==> config.mk <==
export PLATFORM = sky130hd
export DESIGN_NAME = nprc_sequencer
export DESIGN_NICKNAME = d
export VERILOG_FILES = /design/src/nprc_pkg.sv /design/src/nprc_sequencer.sv
export SDC_FILE = /design/constraint.sdc
export NUM_CORES = 1
export LEC_CHECK = 0
export ABC_AREA = 1
export BUFFER_PORTS_ARGS = -buffer_cell sky130_fd_sc_hd__buf_2
export CORE_UTILIZATION = 30
export DETAILED_ROUTE_END_ITERATION = 12
export PLACE_DENSITY = 0.47
export SETUP_SLACK_MARGIN = 0.1
export SYNTH_ARGS = -nofsm -noshare
export SYNTH_HDL_FRONTEND = slang
export SYNTH_SLANG_ARGS = --single-unit
==> constraint.sdc <==
create_clock -name core_clk -period 6.1 [get_ports core_clk]
set_clock_uncertainty 0.05 [all_clocks]
set_input_delay 1.22 -clock core_clk [delete_from_list [all_inputs] [get_ports core_clk]]
set_output_delay 1.22 -clock core_clk [all_outputs]
set_load 0.1 [all_outputs]
==> src/nprc_pkg.sv <==
// package for the nand page read cache sequencer: opcodes, timing, types
package nprc_pkg;
	// opcodes
	localparam logic [7:0] OP_READ_1ST = 8'h00;
	localparam logic [7:0] OP_READ_CONF = 8'h30;
	localparam logic [7:0] OP_CACHE_SEQ = 8'h31;
	localparam logic [7:0] OP_MP_CONF = 8'h32;
	localparam logic [7:0] OP_CACHE_LAST = 8'h3F;
	localparam logic [7:0] OP_COL_CHG = 8'h05;
	localparam logic [7:0] OP_COL_ENH = 8'h06;
	localparam logic [7:0] OP_COL_CONF = 8'hE0;
	localparam logic [7:0] OP_ROW_CHG = 8'h85;
	localparam logic [7:0] OP_STATUS = 8'h70;
	localparam logic [7:0] OP_STATUS_ENH = 8'h78;
	localparam logic [7:0] OP_RESET = 8'hFF;
	localparam logic [7:0] OP_RESET_SYNC = 8'hFC;
	// address cycle counts
	localparam logic [2:0] ROW_ADDR_CYCLES = 3'h5;
	localparam logic [2:0] COL_ADDR_CYCLES = 3'h2;
	// timing, ns at 125 MHz core clock
	localparam int CLK_PERIOD_NS = 8;
	localparam int PAGE_READ_TIME_NS = 50000;
	localparam int CACHE_READ_BUSY_TIME_NS = 3000;
	localparam int PAGE_READ_CYCLES = PAGE_READ_TIME_NS / CLK_PERIOD_NS;
	localparam int CACHE_BUSY_CYCLES = (CACHE_READ_BUSY_TIME_NS + CLK_PERIOD_NS - 1)
		/ CLK_PERIOD_NS;
	localparam int ARRAY_XFER_CYCLES = PAGE_READ_CYCLES - CACHE_BUSY_CYCLES;
	localparam int TIMER_W = 16;
	localparam int PLANES = 2;
	localparam int COL_W = 16;
	localparam logic [COL_W-1:0] COL_ZERO = 16'h0000;
	// sequencer states, one-hot
	typedef enum logic [4:0] {
		ST_READY = 5'b00001,
		ST_ARRAY_BUSY = 5'b00010,
		ST_CACHE_BUSY = 5'b00100,
		ST_CACHE_RDY = 5'b01000,
		ST_LAST_BUSY = 5'b10000
	} nprc_state_t;
	// one bus cycle from the host side
	typedef struct packed {
		logic cmd;
		logic addr;
		logic [7:0] data;
	} nprc_bus_t;
	// output selection report
	typedef struct packed {
		logic out_en;
		logic [0:0] plane;
		logic [COL_W-1:0] col;
	} nprc_sel_t;
endpackage

==> src/nprc_sequencer.sv <==
// command sequencer for page reads, cache reads and output selection of one die
`timescale 1ns/10ps
//////////////////////////////////////////////////////////////////////////////
module nprc_sequencer
	import nprc_pkg::*;
(
	// clock and reset
	input wire logic core_clk,
	input wire logic nrst,
	// byte bus from the host, asynchronous strobes
	input wire logic bus_cmd_strobe,
	input wire logic bus_addr_strobe,
	input wire logic [7:0] bus_data,
	// die status
	output logic ready_busy_n,
	output logic die_ready_bit,
	output logic array_ready_bit,
	output logic status_out_en,
	// data output selection
	output logic data_out_en,
	output logic [0:0] out_plane,
	output logic [COL_W-1:0] out_col,
	output logic illegal_cmd,
	// selection stream, two-entry buffered
	output logic sel_valid,
	input wire logic sel_ready,
	output nprc_sel_t sel_data
);
	//////////////////////////////////////////////////////////////////////////
	// input synchronisers and strobe edge detection
	logic [9:0] sync1_reg;
	logic [9:0] sync2_reg;
	logic cmd_d_reg;
	logic addr_d_reg;
	always_ff @(posedge core_clk)
	begin
		if (!nrst)
		begin
			sync1_reg <= 10'h000;
			sync2_reg <= 10'h000;
			cmd_d_reg <= 1'b0;
			addr_d_reg <= 1'b0;
		end
		else
		begin
			sync1_reg <= {bus_cmd_strobe, bus_addr_strobe, bus_data};
			sync2_reg <= sync1_reg;
			cmd_d_reg <= sync2_reg[9];
			addr_d_reg <= sync2_reg[8];
		end
	end
	// data settles before the strobe on the bus, so both pass the same two stages
	nprc_bus_t cyc;
	assign cyc = {sync2_reg[9] & ~cmd_d_reg, sync2_reg[8] & ~addr_d_reg, sync2_reg[7:0]};

	//////////////////////////////////////////////////////////////////////////
	// command decoding
	nprc_state_t state_reg, state_next;
	logic [7:0] pend_op_reg;
	logic [2:0] addr_cnt_reg;
	logic [COL_W-1:0] addr_col_reg;
	logic [0:0] addr_plane_reg;
	logic [PLANES-1:0] mp_mask_reg;
	logic multi_reg;
	logic [TIMER_W-1:0] timer_reg;
	logic mp_sel_need_reg;
	wire is_cmd_ok = cyc.cmd;
	wire op_read1 = cyc.cmd && cyc.data == OP_READ_1ST;
	wire op_conf30 = cyc.cmd && cyc.data == OP_READ_CONF && pend_op_reg == OP_READ_1ST;
	wire op_conf31 = cyc.cmd && cyc.data == OP_CACHE_SEQ && pend_op_reg == OP_READ_1ST;
	wire op_seq31 = cyc.cmd && cyc.data == OP_CACHE_SEQ && pend_op_reg != OP_READ_1ST;
	wire op_conf32 = cyc.cmd && cyc.data == OP_MP_CONF && pend_op_reg == OP_READ_1ST;
	wire op_last = cyc.cmd && cyc.data == OP_CACHE_LAST;
	wire op_col05 = cyc.cmd && cyc.data == OP_COL_CHG;
	wire op_col06 = cyc.cmd && cyc.data == OP_COL_ENH;
	wire op_e0 = cyc.cmd && cyc.data == OP_COL_CONF
		&& (pend_op_reg == OP_COL_CHG || pend_op_reg == OP_COL_ENH);
	wire op_85 = cyc.cmd && cyc.data == OP_ROW_CHG;
	wire op_stat = cyc.cmd && (cyc.data == OP_STATUS || cyc.data == OP_STATUS_ENH);
	wire op_rst = cyc.cmd && (cyc.data == OP_RESET || cyc.data == OP_RESET_SYNC);
	wire st_ready = state_reg == ST_READY;
	wire st_cache_rdy = state_reg == ST_CACHE_RDY;
	wire st_busy = state_reg == ST_ARRAY_BUSY || state_reg == ST_CACHE_BUSY
		|| state_reg == ST_LAST_BUSY;
	// validity per state
	wire mp_ok = multi_reg | (mp_mask_reg != '0);
	wire ok_busy = op_stat | op_rst;
	wire ok_cache = op_stat | op_rst | op_read1 | op_conf31 | op_seq31 | op_col05
		| op_e0 | op_last | (op_col06 & multi_reg) | (op_conf32 & mp_ok);
	wire ok_ready = op_stat | op_rst | op_read1 | op_conf30 | op_conf31 | op_seq31
		| op_conf32 | op_col05 | op_col06 | op_e0 | op_85 | op_last;
	wire cmd_valid = st_busy ? ok_busy : (st_cache_rdy ? ok_cache : ok_ready);
	wire cmd_bad = is_cmd_ok & ~cmd_valid;
	wire take = is_cmd_ok & cmd_valid;
	wire timer_done = timer_reg == '0;
	wire start_page = take & op_conf30 & st_ready;
	wire start_cache = take & (op_conf31 | op_seq31);
	wire start_last = take & op_last;
	wire sel_free;

	//////////////////////////////////////////////////////////////////////////
	// state machine
	always_comb
	begin
		state_next = state_reg;
		case (state_reg)
			ST_READY:
				if (start_page)
					state_next = ST_ARRAY_BUSY;
				else if (start_cache)
					state_next = ST_CACHE_BUSY;
				else if (start_last)
					state_next = ST_LAST_BUSY;
			ST_ARRAY_BUSY, ST_LAST_BUSY:
				if (take & op_rst)
					state_next = ST_READY;
				else if (timer_done)
					state_next = ST_READY;
			ST_CACHE_BUSY:
				if (take & op_rst)
					state_next = ST_READY;
				else if (timer_done)
					state_next = ST_CACHE_RDY;
			ST_CACHE_RDY:
				if (take & op_rst)
					state_next = ST_READY;
				else if (start_cache)
					state_next = ST_CACHE_BUSY;
				else if (start_last)
					state_next = ST_LAST_BUSY;
				else if (timer_done)
					state_next = ST_CACHE_RDY;
			default:
				state_next = ST_READY;
		endcase
	end

	// busy time load per transition
	wire [TIMER_W-1:0] t_page = TIMER_W'(PAGE_READ_CYCLES - 1);
	wire [TIMER_W-1:0] t_cache = TIMER_W'(CACHE_BUSY_CYCLES - 1);
	wire load_page = state_reg != ST_ARRAY_BUSY && state_next == ST_ARRAY_BUSY;
	wire load_cache = state_next == ST_CACHE_BUSY || state_next == ST_LAST_BUSY;
	wire enter_cache = load_cache && (state_reg != state_next || start_cache || start_last);
	wire [TIMER_W-1:0] timer_next = load_page ? t_page
		: enter_cache ? t_cache
		: timer_done ? timer_reg : timer_reg - TIMER_W'(1);
	wire leaving = st_busy && state_next != state_reg;
	wire new_output = leaving & ~(take & op_rst);
	wire sel_cmd = take & op_e0;
	wire page_done = state_reg == ST_ARRAY_BUSY;
	wire enh_sel = sel_cmd && pend_op_reg == OP_COL_ENH;
	// polled status keeps data output off until read mode is issued or a column change is confirmed
	wire new_data_on = !(multi_reg && !page_done) && !status_out_en && !(take && op_stat);
	wire [COL_W-1:0] done_col = page_done ? addr_col_reg : COL_ZERO;

	always_ff @(posedge core_clk)
	begin
		if (!nrst)
		begin
			state_reg <= ST_READY;
			timer_reg <= '0;
		end
		else
		begin
			state_reg <= state_next;
			timer_reg <= timer_next;
		end
	end

	//////////////////////////////////////////////////////////////////////////
	// address collection and plane bookkeeping
	always_ff @(posedge core_clk)
	begin
		if (!nrst)
		begin
			pend_op_reg <= OP_STATUS;
			addr_cnt_reg <= 3'h0;
			addr_col_reg <= COL_ZERO;
			addr_plane_reg <= 1'b0;
			mp_mask_reg <= '0;
			multi_reg <= 1'b0;
		end
		else
		begin
			if (take && (op_read1 || op_col05 || op_col06 || op_85))
			begin
				pend_op_reg <= cyc.data;
				addr_cnt_reg <= 3'h0;
			end
			else if (take)
				pend_op_reg <= cyc.data;
			if (cyc.addr && !st_busy)
			begin
				// column in cycles 0..1, plane from the low row bit in cycle 2
				addr_cnt_reg <= addr_cnt_reg + 3'h1;
				if (addr_cnt_reg == 3'h0)
					addr_col_reg[7:0] <= cyc.data;
				if (addr_cnt_reg == 3'h1)
					addr_col_reg[15:8] <= cyc.data;
				if (addr_cnt_reg == 3'h2)
					addr_plane_reg <= cyc.data[0];
			end
			if (take && op_conf32)
				mp_mask_reg[addr_plane_reg] <= 1'b1;
			if (start_page || (take && op_conf31))
			begin
				multi_reg <= mp_mask_reg != '0;
				mp_mask_reg <= '0;
			end
			if (take && op_rst)
			begin
				multi_reg <= 1'b0;
				mp_mask_reg <= '0;
			end
		end
	end

	//////////////////////////////////////////////////////////////////////////
	// status pins and output selection
	always_ff @(posedge core_clk)
	begin
		if (!nrst)
		begin
			ready_busy_n <= 1'b1;
			die_ready_bit <= 1'b1;
			array_ready_bit <= 1'b1;
			status_out_en <= 1'b0;
			data_out_en <= 1'b0;
			out_plane <= 1'b0;
			out_col <= COL_ZERO;
			illegal_cmd <= 1'b0;
			mp_sel_need_reg <= 1'b0;
		end
		else
		begin
			ready_busy_n <= !(state_next == ST_ARRAY_BUSY || state_next == ST_CACHE_BUSY
				|| state_next == ST_LAST_BUSY);
			die_ready_bit <= state_next == ST_READY || state_next == ST_CACHE_RDY;
			array_ready_bit <= state_next == ST_READY;
			illegal_cmd <= cmd_bad;
			if (take && op_stat)
			begin
				status_out_en <= 1'b1;
				data_out_en <= 1'b0;
			end
			else if (take && op_read1 && !(st_cache_rdy || st_ready))
				data_out_en <= data_out_en;
			else if (take && op_read1 && pend_op_reg != OP_READ_1ST && status_out_en)
			begin
				status_out_en <= 1'b0;
				data_out_en <= !mp_sel_need_reg;
			end
			if (take && (op_conf30 || start_cache || start_last || op_conf32))
				data_out_en <= 1'b0;
			if (new_output)
			begin
				// page read offers addressed column; cache ops restart at column 0
				out_col <= done_col;
				if (page_done)
					out_plane <= addr_plane_reg;
				mp_sel_need_reg <= multi_reg && !page_done;
				data_out_en <= new_data_on;
			end
			if (sel_cmd)
			begin
				out_col <= addr_col_reg;
				data_out_en <= 1'b1;
				status_out_en <= 1'b0;
				if (pend_op_reg == OP_COL_ENH)
				begin
					out_plane <= addr_plane_reg;
					mp_sel_need_reg <= 1'b0;
				end
			end
			if (take && op_rst)
			begin
				data_out_en <= 1'b0;
				status_out_en <= 1'b0;
				mp_sel_need_reg <= 1'b0;
			end
		end
	end

	//////////////////////////////////////////////////////////////////////////
	// two-entry selection buffer; a report offered while both entries are full is dropped
	nprc_sel_t buf_reg [2];
	logic [1:0] cnt_reg;
	logic rd_ptr_reg;
	logic wr_ptr_reg;
	wire push_req = new_output | sel_cmd;
	assign sel_free = cnt_reg != 2'h2;
	wire push = push_req & sel_free;
	wire pop = sel_valid & sel_ready;
	nprc_sel_t push_word;
	// the report carries what the output registers take at the same edge
	wire push_en = sel_cmd | new_data_on;
	wire push_plane = (enh_sel || (new_output && page_done)) ? addr_plane_reg : out_plane;
	wire [COL_W-1:0] push_col = sel_cmd ? addr_col_reg : done_col;
	assign push_word = {push_en, push_plane, push_col};
	always_ff @(posedge core_clk)
	begin
		if (!nrst)
		begin
			cnt_reg <= 2'h0;
			rd_ptr_reg <= 1'b0;
			wr_ptr_reg <= 1'b0;
			sel_valid <= 1'b0;
			sel_data <= '0;
			buf_reg[0] <= '0;
			buf_reg[1] <= '0;
		end
		else
		begin
			if (push)
			begin
				buf_reg[wr_ptr_reg] <= push_word;
				wr_ptr_reg <= ~wr_ptr_reg;
			end
			if (pop)
				rd_ptr_reg <= ~rd_ptr_reg;
			cnt_reg <= cnt_reg + {1'b0, push} - {1'b0, pop};
			sel_valid <= (cnt_reg + {1'b0, push} - {1'b0, pop}) != 2'h0;
			sel_data <= pop ? buf_reg[~rd_ptr_reg] : buf_reg[rd_ptr_reg];
			if ((cnt_reg == 2'h0 || (cnt_reg == 2'h1 && pop)) && push)
				sel_data <= push_word;
		end
	end
endmodule // nprc_sequencer

==> flow_summary.rst <==
.. list-table::
   :header-rows: 1

   * - Metric
     - Value
   * - Critical Path Most Common Cell
     - sky130_fd_sc_hd__nand2_1
   * - Leakage component of the power
     - about 3.7 nW
   * - Post-route minimum period
     - about 4200 ps
   * - Setup-violating endpoint count in the final report
     - 0
   * - Net Switching
     - 954 uW
   * - Share of cells above drive strength 1
     - 15.9%
   * - CTS Sinks
     - 158
   * - Share of the synthesized area in the top cell type
     - 35.0%
   * - Residual overflow from global routing
     - 0
   * - Clk network pwr share
     - 40.2%
   * - Number of buffers created by CTS
     - 17
   * - Number of search-and-repair iterations in the first detailed-routing pass
     - 5
   * - Placed cell areas
     - 7500 sq um
   * - Synth Register Bits
     - 158
   * - Worst hold slack after final layout
     - around 360 ps
   * - Number of nets still failing antenna checks after routing
     - 0
   * - Post-synthesis cell area
     - 6980 sq um
   * - Post-synthesis async set-or-reset flop share
     - 0%
   * - Max frequency
     - 239 MHz
   * - MaxCap Viol Count
     - 0
   * - Wire length of the first global-routing pass
     - 28600 um
   * - Global route hottest layer
     - met2
   * - Clock latency of the later-clocked register in the worst-skew pair
     - roughly 420 ps
   * - Post-Syn Instances
     - 873
   * - CP Capture Type
     - flip-flop
   * - Register area share after synthesis
     - about half
   * - Critical Path Start Type
     - flip-flop
   * - Hold violation total from the final report
     - 0
   * - Reg-to-reg critical path startpoint
     - sync2_reg[9]
   * - Global routing usage on met3
     - 3.64%
   * - Power per Cell Area
     - 376 nW/um^2
   * - Crit share post-route
     - 68.6%
   * - GRT Overall Usage
     - 15.3%
   * - GR Util met1
     - approximately a fifth
   * - Core box area
     - 22700 sq um
   * - Required time reported for the critical path endpoint
     - 6090 ps
   * - Hold-fix buffers, CTS
     - 0
   * - Total negative setup slack
     - 0 ps
   * - Fraction of the core area covered by cells at the end of the flow
     - 36.1%
   * - Sequential share of power
     - 39.3%
   * - Worst Path Arrival
     - 4180 ps
   * - Flip-flop cell with the highest count after synthesis
     - sky130_fd_sc_hd__dfxtp_1
   * - Net switching fraction of the power
     - between 30% and 40%
   * - Hold Startpoint
     - sync1_reg[9]
   * - Via density per instance
     - 4.59
   * - Fin area
     - 8190 sq um
   * - Number of warnings printed during yosys synthesis
     - 0
   * - Top-level I/O count
     - 55
   * - Number of antenna violations at the first check in global routing
     - 0
   * - Die Area
     - 23900 sq um
   * - Number of different library cells in the post-synthesis netlist
     - 46
   * - Peak supply drop
     - 0.000190 V
   * - Number of flip-flops in the largest register
     - 36
   * - Overall routed net length
     - roughly 17000 um
   * - Max-slew violations
     - 0
   * - Count of vias placed by the detailed router
     - 5621
   * - Number of filler cells placed in the layout
     - 2382
   * - TritonCTS clock tree
     - built
   * - Cells traversed along the worst timing path
     - nand2_1, nor3_1, nand2_1, inv_2, nor2_1, nand2_4, o21ai_2, nand2_1, nand2_1, nand2_1, nand2_1, nand2_1, inv_1, nand2_1, o21bai_4, nand2_4, nand4_2, nand2_1
   * - Internal power of the cells
     - 2.12 mW
   * - Combinational power share
     - 20.5%
   * - CP Max Fanout
     - 24
   * - Tightest Hold Check Type
     - flip-flop to flip-flop
   * - Starting density of the core
     - 30.7%
   * - DR WL/cell
     - 13.8 um
   * - Mean area per synthesized cell
     - ~8 sq um
   * - Detailed Place HPWL
     - 11900 um
   * - Number of enable-type register cells in the synthesized netlist
     - 36
   * - Nets
     - 946
   * - CP max-delay cell
     - sky130_fd_sc_hd__nand2_1
   * - Register area
     - around 3500 sq um
   * - Die span in x
     - 154 um
   * - Buffers from clock root to sink, at most
     - 2
   * - Buffers added on ports
     - 54
   * - Clock root buffer
     - sky130_fd_sc_hd__clkbuf_16
   * - Met2 Usage GRT
     - 25.5%
   * - RSZ-0062 raised after global routing
     - no
   * - Run status
     - finished clean
   * - Number of levels in the clock H-tree
     - 4
   * - Residual DRC count
     - 0
   * - Top cells by area in the synthesized netlist
     - sky130_fd_sc_hd__dfxtp_1 35%, sky130_fd_sc_hd__edfxtp_1 15%, sky130_fd_sc_hd__nand2_1 8.8%
   * - Post-route total power
     - between 3 and 4 mW
   * - Height of the die
     - 154 um
   * - Largest net degree at the start of global routing
     - 66
   * - Leading area contributor after synthesis
     - sky130_fd_sc_hd__dfxtp_1
   * - Via count of the first global-routing pass
     - roughly 5500
   * - RePlAce Congestion
     - approximately 0.86
   * - Post-synth net total
     - just under 900
   * - Post-CTS setup buffers
     - 0
   * - Worst slew margin relative to its limit
     - 49.1%
   * - Delay contributed by the slowest stage of the critical path
     - 760 ps
   * - N_diodes
     - 0
   * - Slew at the pin closest to its max-slew limit
     - 762 ps
   * - Total of cells resized after clock tree synthesis
     - 0
   * - Iteration-0 DRC Markers
     - approximately 370
   * - CP Class
     - flip-flop to flip-flop
   * - Placement row count
     - 55
   * - CP Launch Point
     - sync2_reg[9]
   * - Total area of multi-input combinational cells
     - between 2000 and 3000 sq um
   * - Area growth syn-to-layout
     - 17.5%
   * - Clock slew at reported path FFs
     - 70 ps
==> cell families (layout without fill, tap and decap cells) <==
family,Yosys count,count (layout),synth area share [%]
compound gates,125,125,9.90
mux,18,18,2.91
buf+inv,133,199,7.87
fa+ha+maj,7,7,1.26
xor+xnor,10,10,1.26
simple gates,422,422,26.3
flops,158,158,50.5
==> worst max-delay path: cells and delay by family (launching register included) <==
| kind | cells | cell delay [ps] |
|---|---|---|
| and+or+nand+nor | 14 | 2920 |
| AOI/OAI and AO/OA | 2 | 260 |
| DFF | 1 | 350 |
| buffers and inverters | 2 | 210 |
==> synthesized netlist by cell type, types with 2 or more instances <==
library cell,instances
sky130_fd_sc_hd__nor2_1,155
sky130_fd_sc_hd__nor4_1,8
sky130_fd_sc_hd__a31oi_1,5
sky130_fd_sc_hd__xnor2_1,4
sky130_fd_sc_hd__nor2_2,4
sky130_fd_sc_hd__xor2_1,6
sky130_fd_sc_hd__nand2_1,163
sky130_fd_sc_hd__o21ai_0,46
sky130_fd_sc_hd__buf_6,4
sky130_fd_sc_hd__inv_1,101
sky130_fd_sc_hd__dfxtp_1,122
sky130_fd_sc_hd__mux2_2,18
sky130_fd_sc_hd__nand4_1,9
sky130_fd_sc_hd__nor2_4,3
sky130_fd_sc_hd__nand2_2,13
sky130_fd_sc_hd__buf_2,4
sky130_fd_sc_hd__o21ai_1,5
sky130_fd_sc_hd__nor3_1,12
sky130_fd_sc_hd__nand2b_1,2
sky130_fd_sc_hd__clkbuf_1,13
sky130_fd_sc_hd__o211ai_1,2
sky130_fd_sc_hd__buf_1,2
sky130_fd_sc_hd__a21oi_1,58
sky130_fd_sc_hd__a211oi_1,4
sky130_fd_sc_hd__nand2_4,4
sky130_fd_sc_hd__nor3_2,2
sky130_fd_sc_hd__buf_4,2
sky130_fd_sc_hd__ha_1,7
sky130_fd_sc_hd__edfxtp_1,36
sky130_fd_sc_hd__nand3_1,39
sky130_fd_sc_hd__inv_2,5
==> power groups by stage <==
stage | clock network, mW | logic [mW] | registers [mW]
after floorplan | 0 | 0.374 | 1.37
after global placement | 0 | 0.632 | 1.23
after detailed placement | 0 | 0.633 | 1.23
after CTS | 1.27 | 0.636 | 1.21
after global routing | 1.31 | 0.708 | 1.22
final | 1.24 | 0.631 | 1.21
==> per-stage QoR <==
stage / std cells / setup slack, ps
final: 1224 / 1920
after global routing: 1224 / 1430
after CTS: 1224 / 1880
after detailed placement: 1192 / 1910
after global placement: 1192 / 1990
after floorplan: 873 / 2250
==> layout by cell type (no fill, tap or decap), types with 5 or more instances in the layout <==
master / Yosys / final
sky130_fd_sc_hd__mux2_2: 18 / 18
sky130_fd_sc_hd__nand2_2: 13 / 13
sky130_fd_sc_hd__nor4_1: 8 / 8
sky130_fd_sc_hd__xor2_1: 6 / 6
sky130_fd_sc_hd__buf_2: 4 / 54
sky130_fd_sc_hd__a21oi_1: 58 / 58
sky130_fd_sc_hd__a31oi_1: 5 / 5
sky130_fd_sc_hd__nand3_1: 39 / 39
sky130_fd_sc_hd__nand4_1: 9 / 9
sky130_fd_sc_hd__o21ai_1: 5 / 6
sky130_fd_sc_hd__dfxtp_1: 122 / 122
sky130_fd_sc_hd__nor2_1: 155 / 155
sky130_fd_sc_hd__ha_1: 7 / 7
sky130_fd_sc_hd__clkbuf_16: 0 / 18
sky130_fd_sc_hd__inv_1: 101 / 101
sky130_fd_sc_hd__o21ai_0: 46 / 45
sky130_fd_sc_hd__inv_2: 5 / 5
sky130_fd_sc_hd__nand2_1: 163 / 163
sky130_fd_sc_hd__edfxtp_1: 36 / 36
sky130_fd_sc_hd__bufinv_16: 0 / 5
sky130_fd_sc_hd__buf_4: 2 / 6
sky130_fd_sc_hd__nor3_1: 12 / 12
==> layer usage <==
layer	vias up	part of all wire [%]
li1	2924	-
met1	2596	49
met2	94	47
met3	7	3.2
met4	0	0.63
met5	-	0
==> path summary, 6_finish.rpt <==
path | to | slack (ps) | cells after the start
max reg2reg | buf_reg[1][8] | 1920 | 18
max | buf_reg[1][8] | 1920 | 18
min reg2reg | sync2_reg[9] | 360 | 2
min | sync2_reg[9] | 360 | 2
==> final cells by class <==
type | instances | share of cell area (%)
clock buffers | 18 | 5.50
clock inverters | 14 | 2.95
multi-input cells | 582 | 35.4
flip-flops and latches | 158 | 43.0
repair buffers | 60 | 3.85
well taps | 285 | 4.35
inverters | 107 | 4.93
Power figures use the tool's default switching activity.
